**src/core/amb_pkg.sv**
```systemverilog
// constants and address helper for the adc mux select and self-test block
// Contract
// - vt source code steers mux in mode seven while low power is off
// - vt codes decode to seven source pairs, code seven to hi-z
// - bits five to three select current sources
// - self-test active only while enable bit set
// - one stream feeds both decimation filters
// - low 30 threshold bits rotate as pattern
// - lowest pattern bit is the stream bit
// - threshold compare unavailable during self-test
// - post gain one or two, saturating
// - other modes ignore mux select register
// - diag bits: selftest, raw capture, serial test
package amb_pkg;
	localparam logic [11:0] OFF_MUX_SELECT = 12'h0d0;
	localparam logic [11:0] OFF_DIAG       = 12'h0d1;
	localparam logic [11:0] OFF_THRESHOLD  = 12'h0d4;
	localparam logic [11:0] OFF_POST_GAIN  = 12'h0d8;
	localparam logic [11:0] OFF_CONV_MODE  = 12'h0dc;
	localparam logic [11:0] OFF_STATUS     = 12'h0e0;
	localparam logic [7:0]  RST_MUX_SELECT = 8'h00;
	localparam logic [7:0]  RST_DIAG       = 8'h80;
	localparam logic [31:0] RST_THRESHOLD  = 32'h0000_0000;
	localparam logic [1:0]  RST_POST_GAIN  = 2'h0;
	localparam logic [2:0]  RST_CONV_MODE  = 3'h0;
	localparam logic [2:0]  MODE_MANUAL    = 3'h7;
	localparam int          VT_LSB         = 0;
	localparam int          CUR_LSB        = 3;
	localparam int          DIAG_SELFTEST  = 0;
	localparam int          DIAG_RAW       = 1;
	localparam int          DIAG_SIF       = 2;
	localparam int          PAT_BITS       = 30;
	localparam int          RES_BITS       = 24;
	localparam logic [1:0]  GAIN_ONE       = 2'h0;
	localparam logic [1:0]  GAIN_TWO       = 2'h1;
	localparam logic [23:0] POS_FULL       = 24'h7fffff;
	localparam logic [23:0] NEG_FULL       = 24'h800000;

	// offsets above are register indices; each register is one aligned word
	function automatic logic [11:0] reg_byte_addr(input logic [11:0] idx);
		reg_byte_addr = {idx[9:0], 2'b00};
	endfunction
endpackage

```
**src/core/amb_mux_bist.sv**
```systemverilog
// adc input multiplexer control, digital self-test stream and post gain
`timescale 1ns/10ps
module amb_mux_bist
	import amb_pkg::*;
(
	input  wire logic        clk,
	input  wire logic        arst_n,
	input  wire logic        psel,
	input  wire logic        penable,
	input  wire logic        pwrite,
	input  wire logic [11:0] paddr,
	input  wire logic [31:0] pwdata,
	output logic      [31:0] prdata,
	output logic             pready,
	output logic             pslverr,
	input  wire logic        low_power,
	input  wire logic [2:0]  pmu_vt_code,
	input  wire logic [2:0]  pmu_cur_code,
	input  wire logic        mod_sample_strobe,
	input  wire logic        mod_bit_current,
	input  wire logic        mod_bit_voltage,
	input  wire logic        filt_result_valid,
	input  wire logic [23:0] filt_result_in,
	input  wire logic [31:0] current_accum_in,
	output logic      [7:0]  vt_mux_onehot,
	output logic             vt_mux_hiz,
	output logic      [7:0]  cur_mux_onehot,
	output logic             dec_bit_current,
	output logic             dec_bit_voltage,
	output logic             raw_filter_capture_enable,
	output logic             serial_if_test_enable,
	output logic             accum_threshold_hit,
	output logic      [23:0] current_result_reg
);
	localparam logic [11:0] ADDR_MUX_SELECT = reg_byte_addr(OFF_MUX_SELECT);
	localparam logic [11:0] ADDR_DIAG       = reg_byte_addr(OFF_DIAG);
	localparam logic [11:0] ADDR_THRESHOLD  = reg_byte_addr(OFF_THRESHOLD);
	localparam logic [11:0] ADDR_POST_GAIN  = reg_byte_addr(OFF_POST_GAIN);
	localparam logic [11:0] ADDR_CONV_MODE  = reg_byte_addr(OFF_CONV_MODE);
	localparam logic [11:0] ADDR_STATUS     = reg_byte_addr(OFF_STATUS);
	localparam int          PM_BITS         = 7;

	// software visible registers
	logic [7:0]         input_mux_select_reg;
	logic [7:0]         mux_next;
	logic [7:0]         diag_enable_reg;
	logic [7:0]         diag_next;
	logic [31:0]        current_accum_threshold_reg;
	logic [31:0]        thr_next;
	logic [1:0]         post_gain_reg;
	logic [1:0]         gain_next;
	logic [2:0]         converter_mode_field;
	logic [2:0]         mode_next;

	// power manager word: three stages, then taken once stages two and three agree
	logic [PM_BITS-1:0] pm_s1_reg;
	logic [PM_BITS-1:0] pm_s1_next;
	logic [PM_BITS-1:0] pm_s2_reg;
	logic [PM_BITS-1:0] pm_s2_next;
	logic [PM_BITS-1:0] pm_s3_reg;
	logic [PM_BITS-1:0] pm_s3_next;
	logic [PM_BITS-1:0] pm_word_reg;
	logic [PM_BITS-1:0] pm_word_next;
	logic               low_power_sync;
	logic [2:0]         pmu_vt_sync;
	logic [2:0]         pmu_cur_sync;

	// multiplexer steering
	logic [7:0]         vt_next;
	logic [7:0]         cur_next;
	logic               hiz_next;
	logic [2:0]         vt_code;
	logic [2:0]         cur_code;
	logic               manual_sel;

	// self-test stream, threshold compare and result
	logic               dec_i_next;
	logic               dec_v_next;
	logic               stream_bit;
	logic               rotate_en;
	logic               thr_write;
	logic               hit_next;
	logic [23:0]        result_next;
	logic               wr_en;
	logic               acc_en;
	logic               selftest_enable;

	function automatic logic [7:0] code_onehot(input logic [2:0] code);
		code_onehot = 8'h01 << code;
	endfunction

	function automatic logic [23:0] gain_sat(input logic [23:0] v, input logic [1:0] g);
		logic [24:0] d;
		d = {v[23], v} <<< 1;
		if (g == GAIN_ONE) begin
			gain_sat = v;
		end else if (d[24] != d[23]) begin
			gain_sat = d[24] ? NEG_FULL : POS_FULL;
		end else begin
			gain_sat = d[23:0];
		end
	endfunction

	function automatic logic addr_known_f(input logic [11:0] a);
		case (a)
			ADDR_MUX_SELECT, ADDR_DIAG, ADDR_THRESHOLD:  addr_known_f = 1'b1;
			ADDR_POST_GAIN, ADDR_CONV_MODE, ADDR_STATUS: addr_known_f = 1'b1;
			default:                                     addr_known_f = 1'b0;
		endcase
	endfunction

	assign pready          = 1'b1;
	assign acc_en          = psel & penable;
	assign wr_en           = acc_en & pwrite;
	assign thr_write       = wr_en & (paddr == ADDR_THRESHOLD);
	assign selftest_enable = diag_enable_reg[DIAG_SELFTEST];
	assign raw_filter_capture_enable = diag_enable_reg[DIAG_RAW];
	assign serial_if_test_enable     = diag_enable_reg[DIAG_SIF];
	assign rotate_en       = selftest_enable & mod_sample_strobe;

	// read data and error response
	always_comb begin
		prdata  = 32'h0000_0000;
		pslverr = acc_en & !addr_known_f(paddr);
		case (paddr)
			ADDR_MUX_SELECT: begin
				prdata = {24'h000000, input_mux_select_reg};
			end
			ADDR_DIAG: begin
				prdata = {24'h000000, diag_enable_reg};
			end
			ADDR_THRESHOLD: begin
				prdata = current_accum_threshold_reg;
			end
			ADDR_POST_GAIN: begin
				prdata = {30'h00000000, post_gain_reg};
			end
			ADDR_CONV_MODE: begin
				prdata = {29'h00000000, converter_mode_field};
			end
			ADDR_STATUS: begin
				prdata = {31'h00000000, selftest_enable};
			end
			default: begin
				prdata = 32'h0000_0000;
			end
		endcase
	end

	// power manager word synchroniser
	always_comb begin
		pm_s1_next   = {low_power, pmu_vt_code, pmu_cur_code};
		pm_s2_next   = pm_s1_reg;
		pm_s3_next   = pm_s2_reg;
		pm_word_next = (pm_s2_reg == pm_s3_reg) ? pm_s3_reg : pm_word_reg;
	end

	always_ff @(posedge clk or negedge arst_n) begin
		if (!arst_n) begin
			pm_s1_reg   <= 7'h00;
			pm_s2_reg   <= 7'h00;
			pm_s3_reg   <= 7'h00;
			pm_word_reg <= 7'h00;
		end else begin
			pm_s1_reg   <= pm_s1_next;
			pm_s2_reg   <= pm_s2_next;
			pm_s3_reg   <= pm_s3_next;
			pm_word_reg <= pm_word_next;
		end
	end

	assign low_power_sync = pm_word_reg[6];
	assign pmu_vt_sync    = pm_word_reg[5:3];
	assign pmu_cur_sync   = pm_word_reg[2:0];

	// register writes; a write to the threshold wins over a rotation
	always_comb begin
		mux_next  = input_mux_select_reg;
		diag_next = diag_enable_reg;
		thr_next  = current_accum_threshold_reg;
		gain_next = post_gain_reg;
		mode_next = converter_mode_field;
		if (rotate_en && !thr_write) begin
			thr_next = {current_accum_threshold_reg[31:PAT_BITS],
				current_accum_threshold_reg[0],
				current_accum_threshold_reg[PAT_BITS-1:1]};
		end
		if (wr_en) begin
			case (paddr)
				ADDR_MUX_SELECT: begin
					mux_next = pwdata[7:0];
				end
				ADDR_DIAG: begin
					diag_next = pwdata[7:0];
				end
				ADDR_THRESHOLD: begin
					thr_next = pwdata;
				end
				ADDR_POST_GAIN: begin
					gain_next = pwdata[1:0];
				end
				ADDR_CONV_MODE: begin
					mode_next = pwdata[2:0];
				end
				default: begin
					mux_next = input_mux_select_reg;
				end
			endcase
		end
	end

	always_ff @(posedge clk or negedge arst_n) begin
		if (!arst_n) begin
			input_mux_select_reg        <= RST_MUX_SELECT;
			diag_enable_reg             <= RST_DIAG;
			current_accum_threshold_reg <= RST_THRESHOLD;
			post_gain_reg               <= RST_POST_GAIN;
			converter_mode_field        <= RST_CONV_MODE;
		end else begin
			input_mux_select_reg        <= mux_next;
			diag_enable_reg             <= diag_next;
			current_accum_threshold_reg <= thr_next;
			post_gain_reg               <= gain_next;
			converter_mode_field        <= mode_next;
		end
	end

	// multiplexer source selection
	always_comb begin
		manual_sel = (converter_mode_field == MODE_MANUAL) && !low_power_sync;
		if (low_power_sync) begin
			vt_code  = pmu_vt_sync;
			cur_code = pmu_cur_sync;
		end else if (manual_sel) begin
			vt_code  = input_mux_select_reg[VT_LSB +: 3];
			cur_code = input_mux_select_reg[CUR_LSB +: 3];
		end else begin
			vt_code  = converter_mode_field;
			cur_code = converter_mode_field;
		end
		hiz_next = (vt_code == 3'h7);
		vt_next  = hiz_next ? 8'h00 : code_onehot(vt_code);
		cur_next = code_onehot(cur_code);
	end

	always_ff @(posedge clk or negedge arst_n) begin
		if (!arst_n) begin
			vt_mux_onehot  <= 8'h00;
			vt_mux_hiz     <= 1'b0;
			cur_mux_onehot <= 8'h00;
		end else begin
			vt_mux_onehot  <= vt_next;
			vt_mux_hiz     <= hiz_next;
			cur_mux_onehot <= cur_next;
		end
	end

	// decimation filter inputs
	always_comb begin
		stream_bit = current_accum_threshold_reg[0];
		dec_i_next = selftest_enable ? stream_bit : mod_bit_current;
		dec_v_next = selftest_enable ? stream_bit : mod_bit_voltage;
	end

	always_ff @(posedge clk or negedge arst_n) begin
		if (!arst_n) begin
			dec_bit_current <= 1'b0;
			dec_bit_voltage <= 1'b0;
		end else begin
			dec_bit_current <= dec_i_next;
			dec_bit_voltage <= dec_v_next;
		end
	end

	// threshold compare, masked while the threshold holds a pattern
	always_comb begin
		hit_next = !selftest_enable && (current_accum_in >= current_accum_threshold_reg);
	end

	always_ff @(posedge clk or negedge arst_n) begin
		if (!arst_n) begin
			accum_threshold_hit <= 1'b0;
		end else begin
			accum_threshold_hit <= hit_next;
		end
	end

	// post gain with saturation
	always_comb begin
		if (filt_result_valid) begin
			result_next = gain_sat(filt_result_in, post_gain_reg);
		end else begin
			result_next = current_result_reg;
		end
	end

	always_ff @(posedge clk or negedge arst_n) begin
		if (!arst_n) begin
			current_result_reg <= 24'h000000;
		end else begin
			current_result_reg <= result_next;
		end
	end
endmodule

```
**config.mk**
```make
export PLATFORM = sky130hd
export DESIGN_NAME = amb_mux_bist
export DESIGN_NICKNAME = d
export VERILOG_FILES = /design/src/core/amb_pkg.sv /design/src/core/amb_mux_bist.sv
export SDC_FILE = /design/constraint.sdc
export NUM_CORES = 1
export LEC_CHECK = 0
export ABC_CLOCK_PERIOD_IN_PS = 2400
export BUFFER_PORTS_ARGS = -buffer_cell sky130_fd_sc_hd__clkbuf_2
export CAP_MARGIN = 20
export CORE_UTILIZATION = 48
export CTS_BUF_LIST = sky130_fd_sc_hd__clkbuf_8
export DETAILED_ROUTE_END_ITERATION = 8
export PLACE_DENSITY = 0.82
export REMOVE_ABC_BUFFERS = 1
export SYNTH_ARGS = -nofsm -noshare
export SYNTH_HDL_FRONTEND = slang
export SYNTH_SLANG_ARGS = --single-unit
```
**constraint.sdc**
```tcl
create_clock -name clk -period 2.4 [get_ports clk]
set_clock_uncertainty 0.2 [all_clocks]
set_input_delay 0.36 -clock clk [delete_from_list [all_inputs] [get_ports clk]]
set_output_delay 0.36 -clock clk [all_outputs]
set_load 0.01 [all_outputs]
```
### Word-level counts from Yosys, hierarchy flattened

Index checks and enable logic that the tools add are counted.

* word-level logic and storage cells: 62
* bits in registers: 125
* input bits: 116
* output and inout bits: 80

* reductions and logical operators: 13
* shift-type cells: 2
* multiplexer cells: 15
* equal/unequal tests: 10
* bitwise operators: 5
* magnitude comparators: 1

Operators with widths (number)
* $pmux 32 s6: 1
* $eq 12x10->1 const B: 6
* $mux 24: 3
* $mux 32: 2
* $ge 32x32->1: 1
* $mux 30: 1
* $shl 1x3->8 const A: 2
* $mux 3: 4
* $mux 8: 1
* $reduce_and 2->1: 4
* $eq 7x7->1: 1
* $eq 3x3->1 const B: 2
* $reduce_or 6->1: 1
* $and 1x1->1: 5
* $logic_not 1->1: 4
* $logic_and 1x1->1: 3
* $mux 1: 3
* $logic_not 2->1: 1
* $ne 1x1->1: 1

### Depth between registers and ports, before layout

* word-level depth: 8
* depth in mapped cells: 7
* depth with buffers taken out: 7

### Least setup slack after synthesis

OpenSTA, ideal clock, no wires.

* path kind: input port to output port
* start: in paddr[11]
* end: out prdata[1]
* path buffers: 0
* setup slack: -179 ps
* required time: 1840 ps
* cell stages on the path: 5
* arrival: 2019 ps
* cells stage by stage: or4_4 -> or2_4 -> nor4_1 -> a222oi_1 -> inv_1

* longest elaborated chain between the ends: 2
* elaborated cells between the ends (all ways): 7
* classes of those cells: 6 x eq/ne; 1 x mux

Ends and longest elaborated chain
* from (decl): line amb_mux_bist.sv:11 `input wire logic [11:0] paddr,`
* $eq 12x10->1: line amb_mux_bist.sv:125 `case (paddr)`
* $pmux 32 s6 *: line amb_mux_bist.sv:125
* to (decl): line amb_mux_bist.sv:13 `output logic [31:0] prdata,`

Mark *: on every way between the ends. The rest lies on a longest branch, timed or not.

### Worst setup path in the final report

* start: in paddr[11]
* end: out prdata[6]

The elaborated chain is that of the path after synthesis.

==> impl_metrics.json <==
{
  "cts_made_buffers": 17,
  "clock-sinks": 124,
  "slew_viol_final": 0,
  "htreeDepth": 4,
  "worst_slack_ns": -0.249,
  "ys_seq_area_frac": 0.485,
  "finalCritPeriodShare": 1.10,
  "min_to": "post_gain_reg[0]",
  "crit_fanout": 7,
  "cp.arrival_ns": 2.09,
  "worstReg2RegStart": "current_accum_threshold_reg[0]",
  "placed_area_um2": 7670,
  "syn_area_um2": 6400,
  "outcome": "complete, but fails checks",
  "leakagePower_nw": 4.52,
  "hold_class": "in -> reg",
  "drv_cap": 0,
  "final_area_um2": 8690,
  "gp_congestion": 0.861,
  "fmax_mhz": 378,
  "min-delay-start": "pwdata[0]",
  "switching_power_mw": 1.22,
  "grt-ovfl-total": 0,
  "clk_pin_slew_worst_paths_ns": 0.07,
  "start_util": 0.499,
  "diodes": 0,
  "finalHoldWorstSlack_ns": 0.0557,
  "largest_reg_flops": 32,
  "p_sw_frac": 0.256,
  "avgRoutedWirePerCell_um": 15.7,
  "reg2reg_slack_ns": 0.26,
  "total_power_mw": 4.77,
  "worstMarginPinSlew_ns": 0.802,
  "dieArea_um2": 13800,
  "synth_area_per_cell_um2": 10.3,
  "drt_iter0_markers": 311,
  "p_clk_frac": 0.401,
  "yosysWarnings": 0,
  "ir_worst_vdd_mv": 0.651,
  "intPower_mw": 3.55,
  "cp.required_ns": 1.84,
  "violations": "setup timing",
  "post-route-min-period_ns": 2.65,
  "ant_nets": 0,
  "grt_pass1_wl_um": 25700,
  "track_usage": 0.236,
  "synth.distinct_cells": 43,
  "async_reset_ff_frac": 1.00,
  "crit_path_end_kind": "primary output",
  "cts_tree": "built",
  "ios": 196,
  "synth_edf_count": 0,
  "finalWirelength_um": 16600,
  "core_um2": 12800,
  "hold_viol": 0,
  "grt_max_degree": 77,
  "rsz0062_at_grt": "yes",
  "grtUsageMet1": 0.286,
  "num-nets-final": 1026,
  "drc": 0,
  "syn2layout_area_growth_pct": 35.7,
  "combinationalPowerShare": 0.126,
  "crit_type": "in -> out",
  "antenna_found_initial": 0,
  "firstDrtPassIters": 5,
  "die_y_um": 117,
  "place_ws_ns": -0.306,
  "synth_seq_cells": 124,
  "via_per_inst": 5.30,
  "die_w_um": 117,
  "synthCells": 622,
  "timing.slew.headroom": 0.465,
  "finalSetupViolations": 36,
  "r2r_cells": 6,
  "hold_depth": 2,
  "p_seq_frac": 0.473,
  "cts_root_buffer": "clkbuf_8",
  "use_met2": 0.393,
  "vias": 5622,
  "grt_pass1_vias": 5484,
  "io_buffer_count": 193,
  "clockBufferDepth": 2,
  "rows": 41,
  "power_density_nw_per_um2": 549,
  "drive_gt1_frac": 0.368,
  "reg2reg_to": "accum_threshold_hit",
  "grt_use_met3": 0.0538,
  "insertion_delay_ns": 0.44,
  "crit_path_start_kind": "input pin",
  "post-dp-hpwl_um": 11300,
  "synth_flop_cell": "dfrtp_1",
  "gr-max-usage-layer": "met2"
}
## cell usage after synthesis (6+ instances only)
master / instances / area [um2]
inv_1: 43 / 161
a21oi_1: 86 / 430
a222oi_1: 6 / 60.1
nor3_1: 6 / 30.0
and4_1: 6 / 52.6
and2_1: 25 / 156
o21ai_0: 22 / 110
nand2_1: 29 / 109
clkbuf_1: 26 / 97.6
dfrtp_1: 123 / 3080
ha_1: 35 / 438
nor2_1: 70 / 263
nand3_1: 6 / 30.0
mux2i_1: 32 / 320
mux2_2: 54 / 608
## power groups by stage
stage / Clock [mW] / Combinational (mW) / Sequential (mW)
finish: 1.91 / 0.599 / 2.26
detailed placement: 0 / 0.537 / 2.30
global placement: 0 / 0.522 / 2.29
global route: 2.06 / 0.665 / 2.27
floorplan: 0 / 0.221 / 2.32
CTS: 1.96 / 0.593 / 2.26
## how the worst max path moves through the flow
| stage | end | depth (start not counted) | from |
|---|---|---|---|
| 6_report | prdata[6] | 10 | paddr[11] |
| 5_1_grt | prdata[6] | 10 | paddr[11] |
| 4_1_cts | prdata[6] | 8 | paddr[11] |
| 3_5_place_dp | prdata[0] | 7 | paddr[11] |
| 3_3_place_gp | prdata[2] | 7 | paddr[11] |
| 2_1_floorplan | current_accum_threshold_reg[30] | 4 | paddr[11] |
## routing by layer
metal  up-vias  part of all wire
met1      2679              0.42
met5         -                 0
li1       2681                 -
met2       204              0.48
met4         0             0.039
met3        58             0.054
## critical path, stage by stage
cell and delay [ns]:
clkbuf_2 0.08, or4_4 0.55, buf_4 0.16, buf_6 0.11, nor4_4 0.23, buf_6 0.17, buf_6 0.14, a222oi_1 0.10
inv_1 0.09, buf_6 0.10
## metrics by stage
step                      instances  TNS, ns  utilization
after floorplan                 589  -104.03            -
after global placement          979    -3.86        0.598
after detailed placement        979    -5.45        0.598
after CTS                      1052    -5.46        0.665
after global routing           1060    -8.48        0.677
final                          1060    -6.94        0.677
## placed cells by master, fill, tap and decap left out, types with 6 or more instances in the layout
master	instances
a21oi_1	86
a222oi_1	6
and2_1	25
and4_1	6
buf_2	21
buf_4	22
buf_6	12
clkbuf_2	167
clkbuf_8	18
dfrtp_1	123
dlygate4sd3_1	40
ha_1	35
inv_1	44
mux2_2	54
mux2i_1	32
nand2_1	27
nand3_1	6
nor2_1	70
nor3_1	6
o21ai_0	22
## cells by family after synthesis
group / after synthesis / synth area share
AND/OR/NAND/NOR: 162 / 0.125
AO/OA/AOI/OAI: 129 / 0.114
flip-flops: 124 / 0.485
multiplexers: 87 / 0.149
buffers and inverters: 76 / 0.0481
adder cells (fa/ha/maj): 35 / 0.0684
XOR/XNOR: 7 / 0.00958
other: 2 / 0.00117
## timing repair
action,in CTS,in global routing
gates resized for setup,5,46
endpoints found under the hold margin,172,0
hold buffers,40,0
pin swaps,2,4
buffers inserted,1,5
gates cloned,0,3
endpoints found under the setup margin,32,33
## layout make-up
type                    instances  area, um2
clock buffers                  18        248
clock inverters                14        170
fillers                       979       4140
inverters                      43        161
multi-input cells             422       3050
flip-flops and latches        124       3100
well taps                     172        215
repair buffers                267       1740
Power figures use the tool's default switching activity.
